<file path="config.mk">
export PLATFORM = sky130hd
export DESIGN_NAME = clko_divider
export DESIGN_NICKNAME = d
export VERILOG_FILES = /design/src/hw/clko_pkg.sv /design/src/hw/clko_divider.sv /design/src/hw/clko_osc_tick.sv /design/src/hw/clko_sym_combine.sv
export VERILOG_INCLUDE_DIRS = /design/src /design/src/hw
export SDC_FILE = /design/constraint.sdc
export NUM_CORES = 1
export LEC_CHECK = 0
export ABC_AREA = 1
export BUFFER_PORTS_ARGS = -buffer_cell sky130_fd_sc_hd__buf_2
export CAP_MARGIN = 30
export CORE_AREA = 10 10 140 154
export CTS_CLUSTER_DIAMETER = 80
export DETAILED_ROUTE_END_ITERATION = 16
export DIE_AREA = 0 0 150 164
export SETUP_SLACK_MARGIN = 0.1
export SLEW_MARGIN = 20
export SYNTH_ARGS = -nofsm -noshare
export SYNTH_HDL_FRONTEND = slang
export SYNTH_SLANG_ARGS = --single-unit
</file>
<file path="constraint.sdc">
create_clock -name aclk -period 7.2 [get_ports aclk]
set_input_delay 1.08 -clock aclk [delete_from_list [all_inputs] [get_ports aclk]]
set_output_delay 1.08 -clock aclk [all_outputs]
set_load 0.05 [all_outputs]
</file>
<file path="src/hw/clko_params.svh">
// Constants of the programmable clock output divider
`ifndef CLKO_PARAMS_SVH
`define CLKO_PARAMS_SVH
// Register index as printed, byte address four times it
`define CLKO_CFG_INDEX 12'h008_F
`define CLKO_CFG_ADDR 12'h023_C
`define CLKO_ADDR_W 12
// Configuration field positions
`define CLKO_CLR_BIT 7
`define CLKO_INV_BIT 6
`define CLKO_SYM_BIT 5
`define CLKO_DIV_MSB 4
`define CLKO_DIV_LSB 0
// Reset values
`define CLKO_DIV_RST 5'h0_0
`define CLKO_BIT_RST 1'b0
`define CLKO_ZERO24 24'h00_0000
// Rates in Hz; the half-period tick rate is twice the oscillator rate
`define CLKO_OSC_HZ 27'd24000000
`define CLKO_ACLK_HZ 27'd100000000
`define CLKO_ACC_STEP (`CLKO_OSC_HZ * 27'd2)
`define CLKO_ACC_RST 27'h000_0000
// Counter reset value and the divide-by-one boundary
`define CLKO_CNT_RST 5'h0_0
`define CLKO_CNT_ONE 5'h0_1
// AXI responses
`define CLKO_RESP_OKAY 2'h0
`define CLKO_RESP_SLVERR 2'h2
`endif

</file>
<file path="src/hw/clko_pkg.sv">
// Types of the programmable clock output divider
package clko_pkg;
  typedef logic [4:0] clko_div_t;
  typedef logic [11:0] clko_addr_t;
  typedef enum logic {
    CLKO_OSC_LOW,
    CLKO_OSC_HIGH
  } clko_osc_e;
endpackage

</file>
<file path="src/hw/clko_divider.sv">
// Programmable clock output divider with its AXI4-Lite config register
//
// Operation
// - Writing one to clear resets the counter and forces output to the invert bit's rest level
// - Clear is a single pulse taken from a flop on the register write
// - Reading the clear bit position returns one when the divider is idle
// - Clear abandons the current period so a new factor applies at once
// - Clear plus new factor in one write clears and adopts it together
// - Inversion sits last, right before the output, inverting stop level
// - Disabled output rests at the invert bit's value
// - Invert should be set before enabling; later changes act at once
// - Symmetry bit gives near one-to-one duty for every factor
// - Symmetric output combines two flops on opposite oscillator phases
// - Factors zero and one pass the oscillator; larger ones divide by it
// - Without symmetry output is one flop; odd low phase one cycle shorter
// - Dropping the master enable finishes the period, then stops and idles
// - Factor writable anytime; applied at the next period boundary, or at once by a clear
// - Enable gates the waveform only; two-bit pin select routes it
// - Output derives from the 24 MHz oscillator, not the system divider
//
// Chosen here: the AXI4-Lite interface to the registers.
`timescale 1ns/100ps
`default_nettype none
`include "clko_params.svh"
module clko_divider (
  input wire logic aclk,
  input wire logic aresetn,
  // AXI4-Lite slave
  input wire logic s_axi_awvalid,
  output logic s_axi_awready,
  input wire clko_pkg::clko_addr_t s_axi_awaddr,
  input wire logic [2:0] s_axi_awprot,
  input wire logic s_axi_wvalid,
  output logic s_axi_wready,
  input wire logic [31:0] s_axi_wdata,
  input wire logic [3:0] s_axi_wstrb,
  output logic s_axi_bvalid,
  input wire logic s_axi_bready,
  output logic [1:0] s_axi_bresp,
  input wire logic s_axi_arvalid,
  output logic s_axi_arready,
  input wire clko_pkg::clko_addr_t s_axi_araddr,
  input wire logic [2:0] s_axi_arprot,
  output logic s_axi_rvalid,
  input wire logic s_axi_rready,
  output logic [31:0] s_axi_rdata,
  output logic [1:0] s_axi_rresp,
  // Port setup bits, from the same clock domain
  input wire logic clock_enable,
  input wire logic [1:0] pin_select,
  // Pin side
  output logic clk_out,
  output logic [1:0] pin_route
);
  import clko_pkg::*;

  //////////////////////////////////////////////////////////////////////////
  // Register bus

  logic aw_have_ff;
  logic w_have_ff;
  clko_addr_t awaddr_ff;
  logic [7:0] wbyte_ff;
  logic wstrb0_ff;
  logic bvalid_ff;
  logic [1:0] bresp_ff;
  logic rvalid_ff;
  logic [31:0] rdata_ff;
  logic [1:0] rresp_ff;
  logic commit;
  logic inv_ff;
  logic sym_ff;
  clko_div_t div_ff;
  logic clr_pulse_ff;
  logic idle_ff;

  // Word decode shared by the read and write paths
  function automatic logic cfg_hit(input clko_addr_t addr);
    cfg_hit = (addr[11:2] == 10'(`CLKO_CFG_INDEX));
  endfunction

  // One write at a time: neither channel is taken while a response waits
  assign s_axi_awready = !aw_have_ff && !bvalid_ff;
  assign s_axi_wready = !w_have_ff && !bvalid_ff;
  assign commit = aw_have_ff && w_have_ff;

  // Address and data are caught in either order
  always_ff @(posedge aclk) begin
    if (!aresetn) begin
      aw_have_ff <= 1'b0;
      w_have_ff <= 1'b0;
      awaddr_ff <= '0;
      wbyte_ff <= '0;
      wstrb0_ff <= 1'b0;
    end else if (commit) begin
      aw_have_ff <= 1'b0;
      w_have_ff <= 1'b0;
    end else begin
      if (s_axi_awvalid && s_axi_awready) begin
        aw_have_ff <= 1'b1;
        awaddr_ff <= s_axi_awaddr;
      end
      if (s_axi_wvalid && s_axi_wready) begin
        w_have_ff <= 1'b1;
        wbyte_ff <= s_axi_wdata[7:0];
        wstrb0_ff <= s_axi_wstrb[0];
      end
    end
  end

  // Write response; unmapped addresses answer SLVERR
  always_ff @(posedge aclk) begin
    if (!aresetn) begin
      bvalid_ff <= 1'b0;
      bresp_ff <= `CLKO_RESP_OKAY;
    end else if (commit) begin
      bvalid_ff <= 1'b1;
      bresp_ff <= cfg_hit(awaddr_ff) ? `CLKO_RESP_OKAY : `CLKO_RESP_SLVERR;
    end else if (s_axi_bready) begin
      bvalid_ff <= 1'b0;
    end
  end

  // Stored settings; the clear bit is never stored
  always_ff @(posedge aclk) begin
    if (!aresetn) begin
      inv_ff <= `CLKO_BIT_RST;
      sym_ff <= `CLKO_BIT_RST;
      div_ff <= `CLKO_DIV_RST;
    end else if (commit && wstrb0_ff && cfg_hit(awaddr_ff)) begin
      inv_ff <= wbyte_ff[`CLKO_INV_BIT];
      sym_ff <= wbyte_ff[`CLKO_SYM_BIT];
      div_ff <= wbyte_ff[`CLKO_DIV_MSB:`CLKO_DIV_LSB];
    end
  end

  // Clear pulse from a flop, aligned with the settings update
  always_ff @(posedge aclk) begin
    if (!aresetn) begin
      clr_pulse_ff <= 1'b0;
    end else begin
      clr_pulse_ff <= commit && wstrb0_ff && cfg_hit(awaddr_ff) &&
                      wbyte_ff[`CLKO_CLR_BIT];
    end
  end

  // Read channel; idle appears in the clear bit position
  assign s_axi_arready = !rvalid_ff;
  always_ff @(posedge aclk) begin
    if (!aresetn) begin
      rvalid_ff <= 1'b0;
      rdata_ff <= '0;
      rresp_ff <= `CLKO_RESP_OKAY;
    end else if (s_axi_arvalid && s_axi_arready) begin
      rvalid_ff <= 1'b1;
      if (cfg_hit(s_axi_araddr)) begin
        rdata_ff <= {`CLKO_ZERO24, idle_ff, inv_ff, sym_ff, div_ff};
        rresp_ff <= `CLKO_RESP_OKAY;
      end else begin
        rdata_ff <= '0;
        rresp_ff <= `CLKO_RESP_SLVERR;
      end
    end else if (s_axi_rready) begin
      rvalid_ff <= 1'b0;
    end
  end

  assign s_axi_bvalid = bvalid_ff;
  assign s_axi_bresp = bresp_ff;
  assign s_axi_rvalid = rvalid_ff;
  assign s_axi_rdata = rdata_ff;
  assign s_axi_rresp = rresp_ff;

  //////////////////////////////////////////////////////////////////////////
  // Divider core

  logic half_tick;
  logic osc_level;
  logic rise_tick;
  logic fall_tick;
  logic run_ff;
  logic nxt_run;
  clko_div_t cnt_ff;
  clko_div_t nxt_cnt;
  clko_div_t act_div_ff;
  clko_div_t nxt_act_div;
  logic q_ff;
  logic sym_q;
  logic gen;
  logic out_ff;

  // Oscillator reference, independent of any system clock divider
  clko_osc_tick u_osc (
    .aclk(aclk),
    .aresetn(aresetn),
    .half_tick(half_tick),
    .osc_level(osc_level)
  );

  // A tick while low starts an oscillator high phase, and vice versa
  assign rise_tick = half_tick && !osc_level;
  assign fall_tick = half_tick && osc_level;

  // Last count of a period; factors 0 and 1 make every period one long
  function automatic clko_div_t last_cnt(input clko_div_t d);
    last_cnt = (d <= `CLKO_CNT_ONE) ? `CLKO_CNT_RST : 5'(d - 5'd1);
  endfunction

  // Low phase first, floor(N/2) long, so odd factors run high longer
  function automatic logic high_phase(input clko_div_t c, input clko_div_t d);
    high_phase = (c >= (d >> 1));
  endfunction

  // Period sequencing; a new factor is only adopted at a period start
  always_comb begin
    nxt_run = run_ff;
    nxt_cnt = cnt_ff;
    nxt_act_div = act_div_ff;
    if (!run_ff) begin
      if (clock_enable) begin
        nxt_run = 1'b1;
        nxt_cnt = `CLKO_CNT_RST;
        nxt_act_div = div_ff;
      end
    end else if (cnt_ff == last_cnt(act_div_ff)) begin
      if (!clock_enable) begin
        nxt_run = 1'b0;
        nxt_cnt = `CLKO_CNT_RST;
      end else begin
        nxt_cnt = `CLKO_CNT_RST;
        nxt_act_div = div_ff;
      end
    end else begin
      nxt_cnt = 5'(cnt_ff + 5'd1);
    end
  end

  // Clear wins over the tick: counter, phase flop and run all drop
  always_ff @(posedge aclk) begin
    if (!aresetn) begin
      run_ff <= 1'b0;
      cnt_ff <= `CLKO_CNT_RST;
      act_div_ff <= `CLKO_DIV_RST;
      q_ff <= 1'b0;
    end else if (clr_pulse_ff) begin
      run_ff <= 1'b0;
      cnt_ff <= `CLKO_CNT_RST;
      act_div_ff <= div_ff;
      q_ff <= 1'b0;
    end else if (rise_tick) begin
      run_ff <= nxt_run;
      cnt_ff <= nxt_cnt;
      act_div_ff <= nxt_act_div;
      q_ff <= nxt_run && high_phase(nxt_cnt, nxt_act_div);
    end
  end

  // Second flop on the opposite oscillator phase
  clko_sym_combine u_sym (
    .aclk(aclk),
    .aresetn(aresetn),
    .clear(clr_pulse_ff),
    .fall_tick(fall_tick),
    .rise_q(q_ff),
    .sym_q(sym_q)
  );

  // Waveform select; bypass follows the oscillator for whole periods
  always_comb begin
    if (!run_ff) begin
      gen = 1'b0;
    end else if (act_div_ff <= `CLKO_CNT_ONE) begin
      gen = osc_level;
    end else if (sym_ff && act_div_ff[0]) begin
      gen = sym_q;
    end else begin
      gen = q_ff;
    end
  end

  // Inverter last, so the stopped level follows it; a mid-run change of
  // invert acts at once and may leave a short pulse
  always_ff @(posedge aclk) begin
    if (!aresetn) begin
      out_ff <= 1'b0;
    end else begin
      out_ff <= gen ^ inv_ff;
    end
  end

  // Idle held in a flop before it reaches the read path
  always_ff @(posedge aclk) begin
    if (!aresetn) begin
      idle_ff <= 1'b1;
    end else begin
      idle_ff <= !run_ff;
    end
  end

  // Routing is independent of the enable; both pins may carry the clock
  assign pin_route = pin_select;
  assign clk_out = out_ff;
endmodule // clko_divider
`default_nettype wire

</file>
<file path="src/hw/clko_osc_tick.sv">
// Half-period tick generator standing in for the 24 MHz oscillator
`timescale 1ns/100ps
`default_nettype none
`include "clko_params.svh"
module clko_osc_tick (
  input wire logic aclk,
  input wire logic aresetn,
  output logic half_tick,
  output logic osc_level
);
  import clko_pkg::*;
  logic [26:0] acc_ff;
  logic [26:0] nxt_acc;
  logic [27:0] sum;
  clko_osc_e lvl_ff;

  // Fractional accumulator: 48 MHz ticks on average from 100 MHz, so
  // each oscillator half period jitters by one aclk cycle
  always_comb begin
    sum = {1'b0, acc_ff} + {1'b0, `CLKO_ACC_STEP};
    if (sum >= {1'b0, `CLKO_ACLK_HZ}) begin
      nxt_acc = 27'(sum - {1'b0, `CLKO_ACLK_HZ});
      half_tick = 1'b1;
    end else begin
      nxt_acc = sum[26:0];
      half_tick = 1'b0;
    end
  end

  // Accumulator and oscillator level, toggled on every half tick
  always_ff @(posedge aclk) begin
    if (!aresetn) begin
      acc_ff <= `CLKO_ACC_RST;
      lvl_ff <= CLKO_OSC_LOW;
    end else begin
      acc_ff <= nxt_acc;
      if (half_tick) begin
        lvl_ff <= (lvl_ff == CLKO_OSC_LOW) ? CLKO_OSC_HIGH : CLKO_OSC_LOW;
      end
    end
  end

  assign osc_level = (lvl_ff == CLKO_OSC_HIGH);
endmodule // clko_osc_tick
`default_nettype wire

</file>
<file path="src/hw/clko_sym_combine.sv">
// Second-phase flop that evens out the duty cycle for odd factors
`timescale 1ns/100ps
`default_nettype none
module clko_sym_combine (
  input wire logic aclk,
  input wire logic aresetn,
  input wire logic clear,
  input wire logic fall_tick,
  input wire logic rise_q,
  output logic sym_q
);
  logic fall_q_ff;

  // Samples the rising-phase flop half an oscillator period later
  always_ff @(posedge aclk) begin
    if (!aresetn) begin
      fall_q_ff <= 1'b0;
    end else if (clear) begin
      fall_q_ff <= 1'b0;
    end else if (fall_tick) begin
      fall_q_ff <= rise_q;
    end
  end

  // High phase shrinks by half a period; two flops mean a bit more jitter
  assign sym_q = rise_q & fall_q_ff;
endmodule // clko_sym_combine
`default_nettype wire
</file>
After elaboration in Yosys (flattened, before gate mapping)
Cells that the tools add are included.
Widths: inputs -> output; s select.
{"block": "totals", "wordCells": 91, "ff_bits": 112, "output_inout_bits": 44, "inputBits": 76}
{"block": "classes", "n_eq_ne": 4, "n_mux": 25, "add_sub_neg": 4, "n_reduce_logical": 27, "bitwise": 4, "order_cmp": 3}
{"cell": "$mux 5", "count": 9}
{"cell": "$add 27x26->28 const B", "count": 1}
{"cell": "$ge 28x27->1 const B", "count": 1}
{"cell": "$mux 27", "count": 1}
{"cell": "$sub 27x27->27 const B", "count": 1}
{"cell": "$eq 10x8->1 const B", "count": 2}
{"cell": "$logic_and 1x1->1", "count": 13}
{"cell": "$mux 1", "count": 12}
{"cell": "$mux 8", "count": 1}
{"cell": "$logic_not 1->1", "count": 6}
{"cell": "$reduce_and 2->1", "count": 3}
{"cell": "$reduce_bool 2->1", "count": 3}
{"cell": "$add 5x1->5 const B", "count": 1}
{"cell": "$eq 5x5->1", "count": 1}
{"cell": "$ge 5x4->1", "count": 1}
{"cell": "$le 5x1->1 const B", "count": 1}
{"cell": "$sub 5x1->5 const B", "count": 1}
{"cell": "$mux 2", "count": 2}
{"cell": "$reduce_or 2->1", "count": 2}
{"cell": "$ne 3x2->1 const B", "count": 1}
{"cell": "$not 1->1", "count": 2}
{"cell": "$and 1x1->1", "count": 1}
{"cell": "$xor 1x1->1", "count": 1}

Longest topological paths before layout
Gate-level depths: netlist of run 1.
{"block": "depth", "ltp_word": 7, "depth_mapped": 22, "depth_no_buf": 22}

By module
Synthesis of run 1 repeated with hierarchy kept, for this count alone.
{"block": "hier_totals", "hier_cells": 731, "hier_area_um2": 4978.5}
{"mod": "clko_divider", "area_per_inst_um2": 2855.2, "n_inst": 1, "cells_each": 398}
{"mod": "clko_osc_tick", "area_per_inst_um2": 2068.2, "n_inst": 1, "cells_each": 324}
{"mod": "clko_sym_combine", "area_per_inst_um2": 55.1, "n_inst": 1, "cells_each": 9}

Worst setup path before layout of run 1
OpenSTA, ideal clock, no wires.
{"block": "synth_path", "path_kind": "register to register", "from": "register act_div_ff[1]", "to": "register q_ff", "synth_period_minus_slack_ns": 2.672, "required_time_ns": 7.083, "setup_ns": 0.117, "arrival_ns": 2.555, "path_stages_with_launch": 21, "slack_ns": 4.528, "path_cell_list": "dfxtp_1 > inv_1 > ha_1 > o21bai_1 > nand3_2 > inv_1 > o21bai_1 > nand2_1 > nand3_1 > nand2_2 > nand2_1 > nand2_1 > and2_1 > ha_1 > o21ai_0 > nand2_1 > a21o_1 > a21oi_1 > nand3_1 > nand4_1 > a21oi_1"}
{"block": "synth_between", "elab_chain_cells": 7}
{"item": "start: declaration", "line_no": "clko_divider.sv:185", "text": "clko_div_t act_div_ff;"}
{"item": "start signal: assignment", "line_no": "clko_divider.sv:243", "text": "act_div_ff <= `CLKO_DIV_RST;"}
{"item": "start signal: assignment", "line_no": "clko_divider.sv:248", "text": "act_div_ff <= div_ff;"}
{"item": "start signal: assignment", "line_no": "clko_divider.sv:253", "text": "act_div_ff <= nxt_act_div;"}
{"item": "$sub 5x1->5 or $le 5x1->1 (tied branches)"}
{"item": "$mux 5", "line_no": "clko_divider.sv:206", "text": "last_cnt = (d <= `CLKO_CNT_ONE) ? `CLKO_CNT_RST : 5'(d - 5'd1);"}
{"item": "$eq 5x5->1", "line_no": "clko_divider.sv:225", "text": "end else if (cnt_ff == last_cnt(act_div_ff)) begin"}
{"item": "$mux 5", "line_no": "clko_divider.sv:225"}
{"item": "$mux 5", "line_no": "clko_divider.sv:219", "text": "if (!run_ff) begin"}
{"item": "$ge 5x4->1", "line_no": "clko_divider.sv:211", "text": "high_phase = (c >= (d >> 1));"}
{"item": "$logic_and 1x1->1 *", "line_no": "clko_divider.sv:254", "text": "q_ff <= nxt_run && high_phase(nxt_cnt, nxt_act_div);"}
{"item": "end signal: assignment", "line_no": "clko_divider.sv:254"}
{"item": "end: declaration", "line_no": "clko_divider.sv:187", "text": "logic q_ff;"}
Every way passes the cells marked *; elsewhere a longest branch is shown, timed or not. The select of a mux whose other input is x is not followed.
A chain may end at the register's enable or synchronous reset.

Worst setup path after layout of run 1
{"block": "layout_path", "from": "input port aresetn", "to": "register cnt_ff[2]"}
{"block": "layout_between", "elab_chain_cells": 2}
{"item": "start: declaration", "line_no": "clko_divider.sv:27", "text": "input wire logic aresetn,"}
{"item": "$not 1->1 (no line)"}
{"item": "$reduce_or 2->1 (no line)"}
{"item": "end signal: assignment", "line_no": "clko_divider.sv:242", "text": "cnt_ff <= `CLKO_CNT_RST;"}
{"item": "end signal: assignment", "line_no": "clko_divider.sv:247", "text": "cnt_ff <= `CLKO_CNT_RST;"}
{"item": "end signal: assignment", "line_no": "clko_divider.sv:252", "text": "cnt_ff <= nxt_cnt;"}
{"item": "end: declaration", "line_no": "clko_divider.sv:183", "text": "clko_div_t cnt_ff;"}
Every way passes these cells.

==> results of run 1 <==
[area by class of cell]
cell class / count / area, sq um / area share (%)
flip-flops and latches: 76 / 1521 / 29.39
repair buffers: 52 / 260.3 / 5.027
clock buffers: 10 / 239.0 / 4.616
inverters: 85 / 319.1 / 6.162
multi-input cells: 491 / 2472 / 47.75
well taps: 243 / 304.0 / 5.872
clock inverters: 5 / 61.31 / 1.184
[layout by cell type, fill, tap and decap left out, types with 5 or more instances in the layout]
master     count
nand4_1        9
nand3_1       49
a211oi_1       6
nor3_1        13
a21oi_1       45
xor2_1         6
nor2_1        78
dfxtp_1       76
buf_2         52
nor2_2         5
inv_2          6
ha_1          11
nand2_1      152
o21ai_0       37
nand3_2        7
conb_1        26
inv_1         78
nand2_2        9
o21ai_1        6
clkbuf_16      9
[state kept, by name, summed over array words and instances, names as in the netlist]
| name | flops |
|---|---|
| q_ff | 1 |
| run_ff | 1 |
| s_axi_bvalid | 1 |
| u_osc.osc_level | 1 |
| inv_ff | 1 |
| u_sym.fall_q_ff | 1 |
| sym_ff | 1 |
| idle_ff | 1 |
| act_div_ff | 5 |
| wstrb0_ff | 1 |
| aw_have_ff | 1 |
| u_osc.acc_ff | 19 |
| wbyte_ff | 8 |
| w_have_ff | 1 |
| awaddr_ff | 10 |
| s_axi_rvalid | 1 |
| clr_pulse_ff | 1 |
| div_ff | 5 |
| s_axi_rdata | 8 |
| clk_out | 1 |
| s_axi_bresp | 1 |
| s_axi_rresp | 1 |
| cnt_ff | 5 |
[synthesized netlist by cell type, types with 9 or more instances]
cell type  instances
nand4_1            9
dfxtp_1           76
nor2_1            78
o21ai_0           37
nor3_1            13
inv_1             78
nand3_1           49
nand2_1          152
ha_1              11
a21oi_1           45
buf_4             29
nand2_2            9
[worst max-delay path: stages]
cell and delay (ns):
buf_2 0.55, clkinv_1 0.92, nor2_1 0.78, o21ai_0 0.18, a21oi_1 0.14
[final timing paths]
| path | end | cells past startpoint | start |
|---|---|---|---|
| max reg2reg | q_ff | 20 | act_div_ff[0] |
| min | s_axi_rdata[7] | 2 | idle_ff |
| min reg2reg | s_axi_rdata[7] | 2 | idle_ff |
| max | cnt_ff[2] | 5 | aresetn |
[kinds of logic after synthesis]
family	count (synthesis)	share of synthesized area [%]
xor gates and xnor gates	8	2.138
buffers and inverters	128	13.46
DFF	76	33.76
adders and majority gates	11	3.054
and+or+nand+nor	340	34.68
other	1	0.08321
AOI/OAI and AO/OA	106	12.83
[metrics by stage]
stage | instances | power, W
finish | 962 | 0.002174
global route | 962 | 0.002388
CTS | 962 | 0.002188
detailed placement | 947 | 0.001724
global placement | 947 | 0.001711
floorplan | 695 | 0.001554
[power by group]
group	switching [W]	leakage (nW)	internal, W
Combinational	0.000756	1.66	0.000359
Clock	0.000184	0.137	0.000277
Sequential	0.0000853	0.626	0.000513
Total	0.00102	2.43	0.00115
[layer usage]
layer  GRT usage [%]  vias to the layer above
met2           15.03                       78
li1                -                     2198
met1           10.60                     1804
met3           2.202                        7
met4           3.846                        0
met5               0                        -
==> results.py, run 1 <==
metrics = {
    "cells_and_area": {
        "design_area_sq_mm": 0.005177,
        "area_growth_pct": 14.88,
        "final_util_pct": 28.22,
        "final_layout_size_suffix_gt1_share_pct": 15.30,
        "fillers": 2064,
        "diodes": 0,
        "design.final.nets": 802,
    },
    "synth": {
        "ys_ff_latch": 76,
        "synth_flop_cell": "dfxtp_1",
        "synth_edf_count": 0,
        "synth-warning-count": 0,
        "async_flop_share_pct": 0,
        "synth_top_area_share_pct": 33.76,
        "synth_area_leaders": "dfxtp_1, nand2_1, inv_1",
        "yosysTopAreaCell": "dfxtp_1",
        "syn-mean-instance-area_sq_um": 6.727,
        "synth_cell_type_count": 41,
        "yosysSeqAreaShare_pct": 33.76,
        "syn_inst": 670,
        "synthesis.area_sq_mm": 0.004507,
    },
    "min_path": {
        "hp-class": "flop to flop",
    },
    "power_and_ir_drop": {
        "vdd_drop_max_uv": 127.1,
        "leakage_nw": 2.428,
        "p_per_area_mw_per_mm2": 419.9,
    },
    "routing": {
        "wl_microns": 10930,
        "wl_per_cell_microns": 11.37,
        "viasPerCell": 4.248,
        "dr.pass1.iters": 4,
        "drt-initial-drc-count": 216,
        "wl_met3_microns": 639,
        "vias": 4087,
        "highest_layer": "met4",
        "antenna_left": 0,
        "drc": 0,
        "wl_met2_microns": 5127,
        "wl_met1_microns": 5029,
    },
    "sta": {
        "fin_ws_ns": 3.793,
        "drv_slew": 0,
        "tns_ns": 0,
        "setup_viol": 0,
        "fmax_mhz": 293.6,
        "finalClockSkew_ns": 0.007950,
        "rsz0062_at_grt": "false",
        "fin_crit_ns": 3.407,
        "slew_headroom_pct": 41.78,
        "worst_pin_slew_ns": 0.8679,
        "hold_viol": 0,
        "whs_ns": 0.4452,
        "finalCritPeriodShare_pct": 47.31,
    },
    "clock_tree": {
        "post_cts_buffers": 0,
        "cts-root-buf": "clkbuf_16",
        "cts_hold_buf": 0,
        "cts_resized": 0,
        "cts_made_buffers": 9,
        "tritoncts": "built",
        "clock_latency_ns": 0.34,
        "htreeDepth": 3,
        "clkSinkCount": 76,
        "clk_path_buf_depth": 2,
        "clk_pin_slew_ns": 0.06,
    },
    "global_route": {
        "grtUsageTotal_pct": 8.946,
        "antenna_found_initial": 0,
        "grt_overflow": 0,
        "grt_pass1_wl_microns": 17930,
        "grt_max_degree": 44,
        "grt_pass1_vias": 3865,
    },
    "place": {
        "portBuffers": 52,
        "gp_congestion": 0.8293,
        "hpwl_microns": 8315,
        "postPlaceCellArea_sq_mm": 0.004877,
        "pre_cts_slack_ns": 3.427,
    },
    "run": {
        "drv_cap": 0,
    },
    "setup_path": {
        "worst-r2r-setup-slack_ns": 3.98,
        "worstSetupPathType": "input port to flop",
        "worstPathRequired_ns": 7.46,
        "critPathMaxFanout": 43,
        "worstPathArrival_ns": 3.67,
        "crit_path_end_kind": "flop",
        "critPathLaunchType": "input port",
    },
    "status": {
        "status": "finished clean",
    },
    "floorplanning": {
        "initial_core_util_pct": 24.56,
        "coreArea_sq_mm": 0.01835,
        "pin_count": 120,
        "fp-row-count": 52,
        "die_x_microns": 150,
        "dieHeight_microns": 164,
        "dieArea_sq_mm": 0.02460,
    },
}
(Power assumes the default switching activity.)
==> inputs of run 2 (changes only) <==
- clock period: 7.2 -> 2.9 ns (I/O delays scaled with it)
==> results.py, run 2 (synthesized netlist as in run 1, its figures left out) <==
metrics = {
    "routing": {
        "viasPerCell": 4.188,
        "vias": 4154,
        "wl_per_cell_microns": 11.29,
        "drt-initial-drc-count": 188,
        "antenna_left": 0,
        "drc": 0,
        "wl_microns": 11200,
        "dr.pass1.iters": 4,
    },
    "global_route": {
        "grt_overflow": 0,
        "gr-usage-met3_pct": 2.753,
        "grt_pass1_wl_microns": 18800,
        "grt_pass1_vias": 4003,
        "grt_max_degree": 43,
        "antenna_found_initial": 0,
        "grt_util_met1_pct": 11.12,
        "grtUsageTotal_pct": 9.294,
        "top_usage_layer": "met2",
        "grt_use_met2_pct": 15.57,
    },
    "run": {
        "drv_cap": 0,
    },
    "floorplanning": {
        "initial_core_util_pct": 24.56,
        "pin_count": 120,
        "fp-row-count": 52,
        "dieArea_sq_mm": 0.02460,
        "coreArea_sq_mm": 0.01835,
        "dieHeight_microns": 164,
        "die_x_microns": 150,
    },
    "power_and_ir_drop": {
        "vdd_drop_max_uv": 370.9,
        "leakage_nw": 2.595,
        "p_per_area_mw_per_mm2": 1094,
    },
    "clock_tree": {
        "tritoncts": "built",
        "clock_latency_ns": 0.34,
        "cts-root-buf": "clkbuf_16",
        "cts_made_buffers": 9,
        "clk_path_buf_depth": 2,
        "cts_hold_buf": 0,
        "clk_pin_slew_ns": 0.07,
        "htreeDepth": 3,
        "clkSinkCount": 76,
    },
    "sta": {
        "worst_pin_slew_ns": 0.5407,
        "fmax_mhz": 360.3,
        "finalCritPeriodShare_pct": 95.70,
        "rsz0062_at_grt": "true",
        "finalClockSkew_ns": 0.01008,
        "drv_slew": 0,
        "fin_ws_ns": 0.1246,
        "slew_headroom_pct": 63.82,
        "fin_crit_ns": 2.775,
        "setup_viol": 0,
        "hold_viol": 0,
    },
    "setup_path": {
        "crit_path_end_kind": "flop",
        "critPathLaunchType": "flop",
        "worstPathArrival_ns": 3.01,
        "worstSetupPathType": "flop to flop",
        "critPathMaxFanout": 6,
        "worstPathRequired_ns": 3.13,
    },
    "place": {
        "gp_congestion": 0.8128,
        "hpwl_microns": 8543,
        "portBuffers": 52,
        "pre_cts_slack_ns": 0.01175,
        "postPlaceCellArea_sq_mm": 0.004967,
    },
    "cells_and_area": {
        "largest_reg_flops": 19,
        "largestRegisters": "u_osc.acc_ff (19), awaddr_ff (10)",
        "design_area_sq_mm": 0.005509,
        "regMostFlops": "u_osc.acc_ff",
        "area_growth_pct": 22.24,
        "fillers": 2006,
        "multiInputGateArea_sq_mm": 0.002570,
        "final_common_cell": "nand2_1",
        "final_layout_size_suffix_gt1_share_pct": 21.50,
        "layout_common_cells": "nand2_1, inv_1, nor2_1",
        "design.final.nets": 831,
        "seqCellArea_sq_mm": 0.001526,
        "diodes": 0,
    },
    "status": {
        "status": "finished clean",
    },
    "min_path": {
        "hp-class": "input port to flop",
    },
}
==> run 2: cell count changes in the layout (fill, tap and decap cells not counted), moves of 3 or more <==
cell,delta
buf_4,+26
buf_6,+3
ha_1,-3
nand2_1,-4
nand3_1,-3
nand3_2,+3
o21ai_0,-3
==> run 2: stage by stage <==
step | hold WS [ns] | instances | TNS [ns] | power, W | util, %
floorplan | 0.4242 | 695 | 0 | 0.003858 | -
CTS | 0.3340 | 979 | 0 | 0.005649 | 28.99
global route | 0.3461 | 992 | -0.09979 | 0.006608 | 30.03
finish | 0.3410 | 992 | 0 | 0.006027 | 30.03
global placement | 0.4362 | 959 | 0 | 0.004343 | 27.07
detailed placement | 0.4363 | 959 | 0 | 0.004371 | 27.07
==> run 2: timing repair <==
action                                  4_1_cts  5_1_grt
pin swaps                                     5       22
resized for setup                            11       22
hold endpoints to repair                      0        0
buffers inserted                              4       13
endpoints found under the setup margin        1        9
==> run 2: worst paths after layout <==
check / startpoint / endpoint / slack (ns) / cells past startpoint
hold reg to reg: idle_ff / s_axi_rdata[7] / 0.44 / 2
hold / removal: s_axi_awaddr[7] / awaddr_ff[7] / 0.34 / 3
setup / recovery: act_div_ff[1] / q_ff / 0.12 / 22
setup reg to reg: act_div_ff[1] / q_ff / 0.12 / 22
==> run 2: final cells by class <==
class	instances	share of cell area, %
Sequential cell	76	27.71
Clock inverter	7	1.363
Multi-Input combinational cell	491	46.65
Timing Repair Buffer	81	8.880
Inverter	85	5.792
Tap cell	243	5.519
Clock buffer	9	4.088
==> run 2: report_power, final <==
part / switching, W / internal, W
clock network: 0.000465 / 0.000672
logic: 0.00206 / 0.00133
registers: 0.000224 / 0.00128
==> run 2: critical path, cell delays in order, from the launching register on <==
cell	delay, ns
dfxtp_2	0.33
inv_2	0.05
ha_4	0.14
o21bai_1	0.15
nand3_2	0.12
buf_6	0.12
nand2_2	0.04
nand2_1	0.05
nand2_1	0.05
nor2_1	0.12
nand3_2	0.12
nand2_4	0.14
inv_2	0.06
a21oi_2	0.13
inv_1	0.07
ha_1	0.27
o21ai_1	0.07
nand2_1	0.07
a21o_1	0.18
a21oi_2	0.15
nand3_1	0.10
nand4_1	0.08
a21oi_1	0.06
==> run 2: routing by layer <==
metal | wire length (microns) | up-vias
met3 | 571 | 10
met1 | 5234 | 1818
met4 | 156 | 0
met2 | 5233 | 76
li1 | - | 2250
met5 | 0 | -
